$ cat config.mk
export PLATFORM = sky130hd
export DESIGN_NAME = phy_rx_top
export DESIGN_NICKNAME = d
export VERILOG_FILES = /design/src/hdl/phy_rx_pkg.sv /design/src/hdl/phy_rx_top.sv
export VERILOG_INCLUDE_DIRS = /design/src /design/src/hdl
export SDC_FILE = /design/constraint.sdc
export NUM_CORES = 1
export LEC_CHECK = 0
export BUFFER_PORTS_ARGS = -buffer_cell sky130_fd_sc_hd__buf_2
export CAP_MARGIN = 20
export CORE_MARGIN = 2
export CORE_UTILIZATION = 40
export DETAILED_ROUTE_END_ITERATION = 8
export GPL_ROUTABILITY_DRIVEN = 0
export GPL_TIMING_DRIVEN = 0
export SETUP_SLACK_MARGIN = 0.02
export SYNTH_ARGS = -nofsm -noshare
export SYNTH_HDL_FRONTEND = slang
export SYNTH_SLANG_ARGS = --single-unit
$ cat constraint.sdc
create_clock -name core_clk -period 4.2 [get_ports core_clk]
set_clock_uncertainty 0.1 [all_clocks]
set_input_delay 0 -clock core_clk [delete_from_list [all_inputs] [get_ports core_clk]]
set_output_delay 0 -clock core_clk [all_outputs]
set_load 0.1 [all_outputs]
$ cat src/hdl/phy_rx_defines.svh
// register map, reset values, code groups and timing counts of the receive block
`ifndef PHY_RX_DEFINES_SVH
`define PHY_RX_DEFINES_SVH
`define CTRL_OFS 12'h000
`define STAT_OFS 12'h004
`define EDCFG_OFS 12'h008
`define FCC_OFS 12'h014
`define CTRL_RST 4'h1
`define EDCFG_RST 32'h0100_2040
`define CG_IDLE 5'h1F
`define CG_J 5'h18
`define CG_K 5'h11
`define CG_T 5'h0D
`define CG_R 5'h07
`define PRE_NIB 4'h5
`define BAD_NIB 4'hE
`define CLK_NS 4
`define SQ_MIN_NS 50
`define SQ_MIN_CYC ((`SQ_MIN_NS + `CLK_NS - 1) / `CLK_NS)
`define SQ_MAX_NS 200
`define SQ_MAX_CYC (`SQ_MAX_NS / `CLK_NS)
`define SQ_QUIET_NS 300
`define SQ_QUIET_CYC (`SQ_QUIET_NS / `CLK_NS)
`define SQ_TR_RX 3'h2
`define SQ_TR_TX 3'h5
`define JAB_MS 100
`define UNJAB_MS 500
`define NS_PER_MS 1000000
`define LM_RECOV_NS 10000
`define LM_RECOV_CYC (`LM_RECOV_NS / `CLK_NS)
`define LOCK_RUN 6'h3C
`define IDLE_RUN 4'hA
`endif

$ cat src/hdl/phy_rx_pkg.sv
// types shared by the receive block
package phy_rx_pkg;
  typedef struct packed {
    logic [3:0] rxd;
    logic rx_dv;
    logic rx_er;
    logic crs;
    logic col;
    logic rx_stb;
  } mii_rx_t;
  typedef struct packed {
    logic lm_scrf;
    logic lm_recov;
    logic full;
    logic speed100;
  } ctrl_t;
  typedef struct packed {
    logic [15:0] period;
    logic [7:0] off_thr;
    logic [7:0] on_thr;
  } edcfg_t;
  typedef enum logic [3:0] {G_IDLE = 4'b0001, G_SSD = 4'b0010,
    G_DATA = 4'b0100, G_BAD = 4'b1000} grp_st_t;
  typedef enum logic [2:0] {SQ_IDLE = 3'b001, SQ_ARM = 3'b010,
    SQ_VALID = 3'b100} sq_st_t;
  typedef enum logic [3:0] {LM_DOWN = 4'b0001, LM_UP = 4'b0010,
    LM_RECOV = 4'b0100, LM_FAIL = 4'b1000} lm_st_t;
endpackage : phy_rx_pkg

$ cat src/hdl/phy_rx_top.sv
// receive decode, squelch, carrier, jabber and link monitor logic
`timescale 1ns/1ps
`default_nettype none
`include "phy_rx_defines.svh"
module phy_rx_top #(
  parameter int unsigned JAB_CYC = `JAB_MS * `NS_PER_MS / `CLK_NS,
  parameter int unsigned UNJAB_CYC = `UNJAB_MS * `NS_PER_MS / `CLK_NS,
  parameter int unsigned SYNC_BITS = 20000
) (
  input wire logic core_clk,
  input wire logic reset_n,
  input wire logic psel,
  input wire logic penable,
  input wire logic pwrite,
  input wire logic [11:0] paddr,
  input wire logic [31:0] pwdata,
  output var logic [31:0] prdata,
  output logic pready,
  output logic pslverr,
  input wire logic rx_bclk,
  input wire logic rx_bit,
  input wire logic ten_clk,
  input wire logic ten_bit,
  input wire logic sq_pos,
  input wire logic sq_neg,
  input wire logic tx_en,
  input wire logic [7:0] ed_sample,
  output var phy_rx_pkg::mii_rx_t mii_rx,
  output var logic tx_drv_en,
  output logic sig_det,
  output logic link_up,
  output var logic link_restart
);
  import phy_rx_pkg::*;

  function automatic logic [4:0] dec5(input logic [4:0] cg);
    case (cg)
      5'h1E: dec5 = 5'h10;
      5'h09: dec5 = 5'h11;
      5'h14: dec5 = 5'h12;
      5'h15: dec5 = 5'h13;
      5'h0A: dec5 = 5'h14;
      5'h0B: dec5 = 5'h15;
      5'h0E: dec5 = 5'h16;
      5'h0F: dec5 = 5'h17;
      5'h12: dec5 = 5'h18;
      5'h13: dec5 = 5'h19;
      5'h16: dec5 = 5'h1A;
      5'h17: dec5 = 5'h1B;
      5'h1A: dec5 = 5'h1C;
      5'h1B: dec5 = 5'h1D;
      5'h1C: dec5 = 5'h1E;
      5'h1D: dec5 = 5'h1F;
      default: dec5 = {1'b0, `BAD_NIB};
    endcase
  endfunction : dec5

  ctrl_t ctrl_reg;
  edcfg_t edcfg_reg;
  logic [6:0] s1_reg, s2_reg, s3_reg;
  logic b_stb, rbit, t_stb, tbit, pos_r, neg_r, txen;
  logic [10:0] lfsr_reg;
  logic locked_reg;
  logic [5:0] lrun_reg;
  logic [3:0] ones_reg;
  logic [15:0] since_reg;
  logic key, dbit;
  grp_st_t gs_reg;
  logic [9:0] sr_reg, sr_next;
  logic [4:0] grp, dg;
  logic [2:0] ph_reg, wcnt_reg;
  logic idl_reg, tp_reg, p2_reg;
  logic [3:0] p2n_reg;
  logic [1:0] fcinc_reg;
  mii_rx_t m100_reg;
  logic [15:0] fcc_reg;
  logic [16:0] fcc_sum;
  sq_st_t sq_reg;
  logic [7:0] tmr_reg;
  logic [2:0] ntr_reg, need;
  logic lastp_reg, opp, rx10;
  logic al_reg, prev_reg, r10dv_reg, r10stb_reg;
  logic [3:0] nib_reg, r10d_reg;
  logic [1:0] nc_reg;
  logic [26:0] jcnt_reg;
  logic jab_reg;
  lm_st_t lm_reg;
  logic [11:0] rtmr_reg;
  logic [10:0] acc_reg;
  logic [15:0] per_reg;
  logic sig_det_reg;
  logic pslverr_reg;
  logic [7:0] status;

  // pins from the line and the mac: two flops, third only for edges
  always_ff @(posedge core_clk or negedge reset_n)
    if (!reset_n)
    begin
      s1_reg <= 7'h00;
      s2_reg <= 7'h00;
      s3_reg <= 7'h00;
    end
    else
    begin
      s1_reg <= {rx_bclk, rx_bit, ten_clk, ten_bit, sq_pos, sq_neg, tx_en};
      s2_reg <= s1_reg;
      s3_reg <= s2_reg;
    end

  // link data is taken on the sampled rising link clock edge
  assign b_stb = s2_reg[6] & ~s3_reg[6];
  assign rbit = s2_reg[5];
  assign t_stb = s2_reg[4] & ~s3_reg[4];
  assign tbit = s2_reg[3];
  assign pos_r = s2_reg[2] & ~s3_reg[2];
  assign neg_r = s2_reg[1] & ~s3_reg[1];
  assign txen = s2_reg[0];

  assign key = lfsr_reg[10] ^ lfsr_reg[8];
  assign dbit = rbit ^ key;

  // descrambler: idle is all ones, so inverted line bits seed the lfsr
  always_ff @(posedge core_clk or negedge reset_n)
    if (!reset_n)
    begin
      lfsr_reg <= 11'h000;
      locked_reg <= 1'b0;
      lrun_reg <= 6'h00;
      ones_reg <= 4'h0;
      since_reg <= 16'h0000;
    end
    else if (b_stb)
    begin
      if (!locked_reg)
      begin
        lfsr_reg <= {lfsr_reg[9:0], ~rbit};
        ones_reg <= 4'h0;
        since_reg <= 16'h0000;
        if (rbit == key)
          lrun_reg <= 6'h00;
        else if (lrun_reg == `LOCK_RUN - 6'h01)
        begin
          locked_reg <= 1'b1;
          lrun_reg <= 6'h00;
        end
        else
          lrun_reg <= lrun_reg + 6'h01;
      end
      else
      begin
        lfsr_reg <= {lfsr_reg[9:0], key};
        if (!dbit)
          ones_reg <= 4'h0;
        else if (ones_reg != `IDLE_RUN)
          ones_reg <= ones_reg + 4'h1;
        // a long stretch without any idle run means sync is gone
        if (ones_reg == `IDLE_RUN)
          since_reg <= 16'h0000;
        else if (since_reg == 16'(SYNC_BITS - 1))
          locked_reg <= 1'b0;
        else
          since_reg <= since_reg + 16'h0001;
      end
    end

  assign sr_next = {sr_reg[8:0], dbit};
  assign grp = sr_next[4:0];
  assign dg = dec5(grp);

  // code-group framing and nibble delivery at 100M
  always_ff @(posedge core_clk or negedge reset_n)
    if (!reset_n)
    begin
      gs_reg <= G_IDLE;
      sr_reg <= 10'h3FF;
      ph_reg <= 3'h0;
      wcnt_reg <= 3'h0;
      idl_reg <= 1'b0;
      tp_reg <= 1'b0;
      p2_reg <= 1'b0;
      p2n_reg <= 4'h0;
      fcinc_reg <= 2'h0;
      m100_reg <= '0;
    end
    else
    begin
      m100_reg.rx_stb <= 1'b0;
      fcinc_reg <= 2'h0;
      if (p2_reg)
      begin
        m100_reg.rxd <= p2n_reg;
        m100_reg.rx_stb <= 1'b1;
        p2_reg <= 1'b0;
      end
      if (b_stb && !locked_reg)
      begin
        gs_reg <= G_IDLE;
        m100_reg.rx_dv <= 1'b0;
        m100_reg.rx_er <= 1'b0;
        m100_reg.crs <= 1'b0;
      end
      else if (b_stb)
      begin
        sr_reg <= sr_next;
        case (gs_reg)
          G_IDLE:
            if (!dbit)
            begin
              gs_reg <= G_SSD;
              wcnt_reg <= 3'h0;
              m100_reg.crs <= 1'b1;
            end
          G_SSD:
            // first zero sits at the third bit of the first group
            if (wcnt_reg == 3'h6)
            begin
              ph_reg <= 3'h0;
              idl_reg <= 1'b0;
              tp_reg <= 1'b0;
              p2_reg <= 1'b1;
              m100_reg.rx_stb <= 1'b1;
              if (sr_next == {`CG_J, `CG_K})
              begin
                gs_reg <= G_DATA;
                m100_reg.rxd <= `PRE_NIB;
                p2n_reg <= `PRE_NIB;
                m100_reg.rx_dv <= 1'b1;
                m100_reg.rx_er <= 1'b0;
              end
              else
              begin
                gs_reg <= G_BAD;
                m100_reg.rxd <= `BAD_NIB;
                p2n_reg <= `BAD_NIB;
                m100_reg.rx_er <= 1'b1;
                fcinc_reg <= 2'h2;
              end
            end
            else
              wcnt_reg <= wcnt_reg + 3'h1;
          G_DATA, G_BAD:
            if (ph_reg != 3'h4)
              ph_reg <= ph_reg + 3'h1;
            else
            begin
              ph_reg <= 3'h0;
              if (grp == `CG_IDLE && idl_reg)
              begin
                gs_reg <= G_IDLE;
                m100_reg.rx_dv <= 1'b0;
                m100_reg.rx_er <= 1'b0;
                m100_reg.crs <= 1'b0;
                tp_reg <= 1'b0;
              end
              else if (gs_reg == G_BAD)
              begin
                idl_reg <= (grp == `CG_IDLE);
                m100_reg.rxd <= `BAD_NIB;
                m100_reg.rx_er <= 1'b1;
                m100_reg.rx_stb <= 1'b1;
                fcinc_reg <= 2'h1;
              end
              else if (tp_reg && grp == `CG_R)
              begin
                gs_reg <= G_IDLE;
                m100_reg.rx_dv <= 1'b0;
                m100_reg.rx_er <= 1'b0;
                m100_reg.crs <= 1'b0;
                tp_reg <= 1'b0;
              end
              else if (!tp_reg && grp == `CG_T)
              begin
                tp_reg <= 1'b1; // held back until its partner shows
                idl_reg <= 1'b0;
              end
              else
              begin
                // data groups, lone T or R, control groups and invalid codes
                idl_reg <= (grp == `CG_IDLE);
                tp_reg <= 1'b0;
                m100_reg.rx_stb <= 1'b1;
                m100_reg.rxd <= tp_reg ? `BAD_NIB : dg[3:0];
                m100_reg.rx_er <= tp_reg | ~dg[4];
              end
            end
          default:
            gs_reg <= G_IDLE;
        endcase
      end
    end

  // false carrier count saturates rather than wrapping
  assign fcc_sum = {1'b0, fcc_reg} + {15'h0000, fcinc_reg};
  always_ff @(posedge core_clk or negedge reset_n)
    if (!reset_n)
      fcc_reg <= 16'h0000;
    else if (fcinc_reg != 2'h0)
      fcc_reg <= fcc_sum[16] ? 16'hFFFF : fcc_sum[15:0];

  // squelch qualification on the 10M comparator levels
  assign need = txen ? `SQ_TR_TX : `SQ_TR_RX;
  assign opp = lastp_reg ? neg_r : pos_r;
  assign rx10 = (sq_reg == SQ_VALID);
  always_ff @(posedge core_clk or negedge reset_n)
    if (!reset_n)
    begin
      sq_reg <= SQ_IDLE;
      tmr_reg <= 8'h00;
      ntr_reg <= 3'h0;
      lastp_reg <= 1'b0;
    end
    else
      case (sq_reg)
        SQ_IDLE:
        begin
          tmr_reg <= 8'h00;
          ntr_reg <= 3'h0;
          if (pos_r | neg_r)
          begin
            sq_reg <= SQ_ARM;
            lastp_reg <= pos_r;
          end
        end
        SQ_ARM:
        begin
          tmr_reg <= tmr_reg + 8'h01;
          if (opp)
          begin
            tmr_reg <= 8'h00;
            if (tmr_reg < 8'(`SQ_MIN_CYC))
              sq_reg <= SQ_IDLE;
            else if (ntr_reg + 3'h1 == need)
            begin
              sq_reg <= SQ_VALID;
              ntr_reg <= 3'h0;
            end
            else
            begin
              ntr_reg <= ntr_reg + 3'h1;
              lastp_reg <= ~lastp_reg;
            end
          end
          else if (tmr_reg == 8'(`SQ_MAX_CYC))
            sq_reg <= SQ_IDLE;
        end
        SQ_VALID:
          if (pos_r | neg_r)
            tmr_reg <= 8'h00;
          else if (tmr_reg == 8'(`SQ_QUIET_CYC))
            sq_reg <= SQ_IDLE;
          else
            tmr_reg <= tmr_reg + 8'h01;
        default:
          sq_reg <= SQ_IDLE;
      endcase

  // 10M nibbles: the recovered bit clock is followed edge by edge, so
  // jitter and rate offset are absorbed by the 250 MHz sampling
  always_ff @(posedge core_clk or negedge reset_n)
    if (!reset_n)
    begin
      al_reg <= 1'b0;
      prev_reg <= 1'b0;
      nib_reg <= 4'h0;
      nc_reg <= 2'h0;
      r10d_reg <= 4'h0;
      r10dv_reg <= 1'b0;
      r10stb_reg <= 1'b0;
    end
    else
    begin
      r10stb_reg <= 1'b0;
      if (!rx10)
      begin
        al_reg <= 1'b0;
        prev_reg <= 1'b0;
        r10dv_reg <= 1'b0;
      end
      else if (t_stb)
      begin
        if (!al_reg)
        begin
          prev_reg <= tbit;
          if (prev_reg & tbit)
          begin
            al_reg <= 1'b1;
            nc_reg <= 2'h0;
          end
        end
        else
        begin
          nib_reg <= {tbit, nib_reg[3:1]};
          nc_reg <= nc_reg + 2'h1;
          if (nc_reg == 2'h3)
          begin
            r10d_reg <= {tbit, nib_reg[3:1]};
            r10dv_reg <= 1'b1;
            r10stb_reg <= 1'b1;
          end
        end
      end
    end

  // jabber guards the 10M transmitter only
  always_ff @(posedge core_clk or negedge reset_n)
    if (!reset_n)
    begin
      jcnt_reg <= 27'h0000000;
      jab_reg <= 1'b0;
    end
    else if (ctrl_reg.speed100)
    begin
      jcnt_reg <= 27'h0000000;
      jab_reg <= 1'b0;
    end
    else if (!jab_reg)
    begin
      if (!txen)
        jcnt_reg <= 27'h0000000;
      else if (jcnt_reg == 27'(JAB_CYC - 1))
      begin
        jab_reg <= 1'b1;
        jcnt_reg <= 27'h0000000;
      end
      else
        jcnt_reg <= jcnt_reg + 27'h0000001;
    end
    else if (txen)
      jcnt_reg <= 27'h0000000;
    else if (jcnt_reg == 27'(UNJAB_CYC - 1))
    begin
      jab_reg <= 1'b0;
      jcnt_reg <= 27'h0000000;
    end
    else
      jcnt_reg <= jcnt_reg + 27'h0000001;

  always_ff @(posedge core_clk or negedge reset_n)
    if (!reset_n)
      tx_drv_en <= 1'b0;
    else if (ctrl_reg.speed100)
      tx_drv_en <= txen & locked_reg;
    else
      tx_drv_en <= txen & ~jab_reg;

  // energy detect: iir level, decided once per listening period
  always_ff @(posedge core_clk or negedge reset_n)
    if (!reset_n)
    begin
      acc_reg <= 11'h000;
      per_reg <= 16'h0000;
      sig_det_reg <= 1'b0;
    end
    else
    begin
      acc_reg <= acc_reg - {3'h0, acc_reg[10:3]} + {3'h0, ed_sample};
      if (per_reg < edcfg_reg.period)
        per_reg <= per_reg + 16'h0001;
      else
      begin
        per_reg <= 16'h0000;
        // two thresholds keep the indication from chattering
        if (!sig_det_reg && acc_reg[10:3] >= edcfg_reg.on_thr)
          sig_det_reg <= 1'b1;
        else if (sig_det_reg && acc_reg[10:3] < edcfg_reg.off_thr)
          sig_det_reg <= 1'b0;
      end
    end
  assign sig_det = sig_det_reg;

  // link monitor with the two optional add-ons
  always_ff @(posedge core_clk or negedge reset_n)
    if (!reset_n)
    begin
      lm_reg <= LM_DOWN;
      rtmr_reg <= 12'h000;
      link_restart <= 1'b0;
    end
    else
    begin
      link_restart <= 1'b0;
      case (lm_reg)
        LM_DOWN:
          if (sig_det_reg && locked_reg)
            lm_reg <= LM_UP;
        LM_UP:
          if (ctrl_reg.lm_scrf && !locked_reg)
            lm_reg <= LM_DOWN;
          else if (!sig_det_reg && ctrl_reg.lm_recov)
          begin
            lm_reg <= LM_RECOV;
            rtmr_reg <= 12'h000;
          end
          else if (!sig_det_reg)
            lm_reg <= LM_FAIL;
        LM_RECOV:
          if (sig_det_reg)
            lm_reg <= LM_UP;
          else if (rtmr_reg == 12'(`LM_RECOV_CYC - 1))
            lm_reg <= LM_FAIL;
          else
            rtmr_reg <= rtmr_reg + 12'h001;
        LM_FAIL:
        begin
          link_restart <= 1'b1;
          lm_reg <= LM_DOWN;
        end
        default:
          lm_reg <= LM_DOWN;
      endcase
    end
  assign link_up = lm_reg[1];

  // mii receive outputs for the selected speed
  always_ff @(posedge core_clk or negedge reset_n)
    if (!reset_n)
      mii_rx <= '0;
    else if (ctrl_reg.speed100)
      mii_rx <= {m100_reg.rxd, m100_reg.rx_dv, m100_reg.rx_er,
                 m100_reg.crs, 1'b0, m100_reg.rx_stb};
    else
      mii_rx <= {r10d_reg, r10dv_reg & rx10, 1'b0,
                 rx10 | (~ctrl_reg.full & txen),
                 ~ctrl_reg.full & rx10 & txen,
                 r10stb_reg};

  // apb slave: zero wait, read data loaded in the setup cycle
  assign status = {lm_reg, jab_reg, rx10, sig_det_reg, locked_reg};
  assign pready = 1'b1;
  assign pslverr = pslverr_reg & psel & penable;
  always_ff @(posedge core_clk or negedge reset_n)
    if (!reset_n)
    begin
      ctrl_reg <= `CTRL_RST;
      edcfg_reg <= `EDCFG_RST;
      prdata <= 32'h00000000;
      pslverr_reg <= 1'b0;
    end
    else if (psel && !penable)
    begin
      pslverr_reg <= 1'b0;
      case (paddr)
        `CTRL_OFS: prdata <= {28'h0000000, ctrl_reg};
        `STAT_OFS: prdata <= {24'h000000, status};
        `EDCFG_OFS: prdata <= edcfg_reg;
        `FCC_OFS: prdata <= {16'h0000, fcc_reg};
        default:
        begin
          prdata <= 32'h00000000;
          pslverr_reg <= 1'b1;
        end
      endcase
    end
    else if (psel && penable && pwrite)
      case (paddr)
        `CTRL_OFS: ctrl_reg <= pwdata[3:0];
        `EDCFG_OFS: edcfg_reg <= pwdata;
        default: ;
      endcase
endmodule : phy_rx_top
`default_nettype wire

==> results.json <==
{
  "outcome": "finished, violations left",
  "violations_in_the_final_reports": "hold timing",
  "grt_overflow_total": 0,
  "floorplan.die.width_um": 195,
  "numCtsBuffers": 35,
  "max_freq_mhz": 275,
  "die_y_um": 195,
  "vdd_drop_max_mv": 0.377,
  "clock_tree.root_cell": "clkbuf_16",
  "ys_types": 83,
  "timing.final.hold_violations": 2,
  "setup-tns-final_ns": 0,
  "ctsHtreeMaxLevel": 2,
  "total_leakage_power_uw": 0.00819,
  "postSynthNetCount": 1608,
  "worstSetupEndpointType": "flip-flop",
  "synth_flop_cell": "dfrtp_1",
  "final.hold.worst_slack_ns": -0.0121,
  "number_of_antenna_violations_at_the_first_check_in_global_routing": 0,
  "ff_latch_count_synth": 287,
  "maxSlewViolCount": 0,
  "hpwl_um": 23500,
  "nFillCells": 3311,
  "worst_slew_margin_rel": 0.414,
  "rsz0062_at_grt": "no",
  "placedCellCount": 2048,
  "stdcell_count": 2172,
  "number_of_port_buffers": 109,
  "final_util": 0.490,
  "drv.max_cap_violation_count": 0,
  "ant_nets": 0,
  "crit_path_max_fanout": 6,
  "netlist.top_cell.by_area": "dfrtp_1",
  "final_nets": 1816,
  "yosys_warnings": 0,
  "placement_rows": 69,
  "track_usage": 0.180,
  "fp.coreArea_sq_um": 35700,
  "finalCritPeriodShare": 0.866,
  "share_of_layout_cells_above_drive_strength_1": 0.131,
  "fin_total_pwr_uw": 7830,
  "tritoncts": "done",
  "wl_um": 33400,
  "io_pins": 111,
  "worstPathRequired_ns": 4.54,
  "synth_cells": 1476,
  "sequential_share_of_the_synthesized_area": 0.496,
  "setup-violations-final": 0,
  "cp_data_arrival_time_ns": 3.98,
  "dieArea_sq_um": 37800,
  "yosys_top_cell_area_share": 0.467,
  "insertedDiodeCount": 0,
  "worst-slew-pin-transition_ns": 0.877,
  "synth.avg_cell_area_sq_um": 9.84,
  "grt_pass1_wl_um": 57000,
  "worst_hold_path_type": "in -> async",
  "synth_enable_flop_cells": 0,
  "wl_per_cell_um": 15.4,
  "synth_area_sq_um": 14500,
  "viasPerCell": 5.22,
  "worstSkewPairLatency_ns": 0.52,
  "grt_start_max_net_pins": 107,
  "num_vias": 11300,
  "drcViolationCount": 0,
  "post-cts-setup-buffers": 0,
  "dr_pass1_iterations": 5,
  "layout-area-overhead-vs-synth_pct": 20.4,
  "seqCellArea_sq_um": 7200,
  "ctsLongestPathBuffers": 3,
  "path_class": "in -> reg",
  "clock-sinks": 287,
  "finalWorstPathRequiredPeriod_ns": 3.64,
  "first_global_vias": 11300,
  "multi_input_combinational_cell_area_sq_um": 6750,
  "floorplan.initialDensity": 0.407,
  "critPathLaunchType": "primary input",
  "postSynth.asyncResetShare": 1.00,
  "drt_iter0_markers": 651,
  "top_area_cells_in_the_synthesized_netlist": "dfrtp_1 47%, nand2_1 5.3%, ha_1 5.1%",
  "power-per-cell-area_nw_per_um2": 448,
  "clkTransAtPathRegs_ns": 0.06
}
final cells by class:
| cell class | count | area share |
|---|---|---|
| buffer | 52 | 0.0117 |
| clock inverter | 13 | 0.00930 |
| tap | 461 | 0.0330 |
| inverter | 98 | 0.0210 |
| clock buffer | 51 | 0.0581 |
| multi-input combinational | 1039 | 0.386 |
| sequential | 287 | 0.412 |
| timing repair buffer | 171 | 0.0691 |
layout by cell type (no fill, tap or decap), types with 53 or more instances in the layout:
cell type	Yosys	routed
buf_2	4	112
o21ai_0	57	57
nor2_1	115	115
nand3_1	74	74
dlygate4sd3_1	0	59
dfrtp_1	271	271
nand2_1	205	205
ha_1	59	59
clkbuf_1	45	53
inv_1	95	95
path summary, 6_finish.rpt:
check,start,endpoint,slack (ns),cells past startpoint
setup reg to reg,acc_reg[5],acc_reg[10],1.18,9
max in group asynchronous,reset_n,sr_reg[3],2.61,4
hold reg to reg,s1_reg[1],s2_reg[1],0.25,0
hold / removal,reset_n,prdata[25],-0.01,2
setup / recovery,paddr[6],ctrl_reg[3],0.56,12
min in group core_clk,rx_bclk,s1_reg[6],0.02,2
per-layer routing:
layer,share of wire,global-route usage
met5,0,0
met4,0.026,0.0541
met3,0.053,0.0300
met2,0.45,0.284
met1,0.47,0.255
cells by family after synthesis:
group	count (synthesis)	synth area share
AOI/OAI and AO/OA	262	0.117
xor gates and xnor gates	76	0.0470
adders and majority gates	68	0.0632
buffers and inverters	150	0.0394
DFF	287	0.496
muxes	54	0.0411
other	1	0.000258
and+or+nand+nor	578	0.196
stage by stage:
stage               area (sq um)  setup slack [ns]
finish                     17500             0.563
global route               17500             0.455
floorplan                  14500              1.52
detailed placement         15700              1.22
global placement           15600             -2.44
CTS                        17500             0.720
cells in the mapped netlist (10+ instances only):
| cell | number |
|---|---|
| and3_1 | 21 |
| dfrtp_1 | 271 |
| nor3_1 | 25 |
| a21o_1 | 13 |
| o31ai_1 | 12 |
| clkbuf_1 | 45 |
| xor2_1 | 44 |
| nor3b_1 | 10 |
| ha_1 | 59 |
| or3_1 | 10 |
| dfstp_2 | 16 |
| a21oi_1 | 37 |
| o21a_1 | 13 |
| nor2_1 | 115 |
| o21ai_1 | 50 |
| nor4_1 | 10 |
| nand3_1 | 74 |
| nand2b_1 | 12 |
| nand4_1 | 25 |
| nor2b_1 | 15 |
| o21ai_0 | 57 |
| xnor2_1 | 31 |
| mux2_1 | 33 |
| inv_1 | 95 |
| mux2_2 | 12 |
| nand2_1 | 205 |
worst max-delay path: stages:
cell and delay, ns:
dlygate4sd3_1 0.54, buf_2 0.12, nor2_1 0.10, and4_1 0.24, nor4b_1 0.64, and4_1 0.30, dlygate4sd3_1 0.58, buf_2 0.19
nand2_1 0.07, dlygate4sd3_1 0.55, o21ai_1 0.07, dlygate4sd3_1 0.59
power by group:
part           switching (uW)  internal (uW)  total (uW)
combinational             951            760        1710
clock                    1190           1880        3060
sequential                136           2920        3060
timing repair:
| action | CTS | global route |
|---|---|---|
| hold buffers | 59 | 0 |
| endpoints found under the setup margin | 0 | 0 |
| resized for setup | 0 | 0 |
| endpoints found under the hold margin | 151 | 0 |
Power figures use the tool's default switching activity.
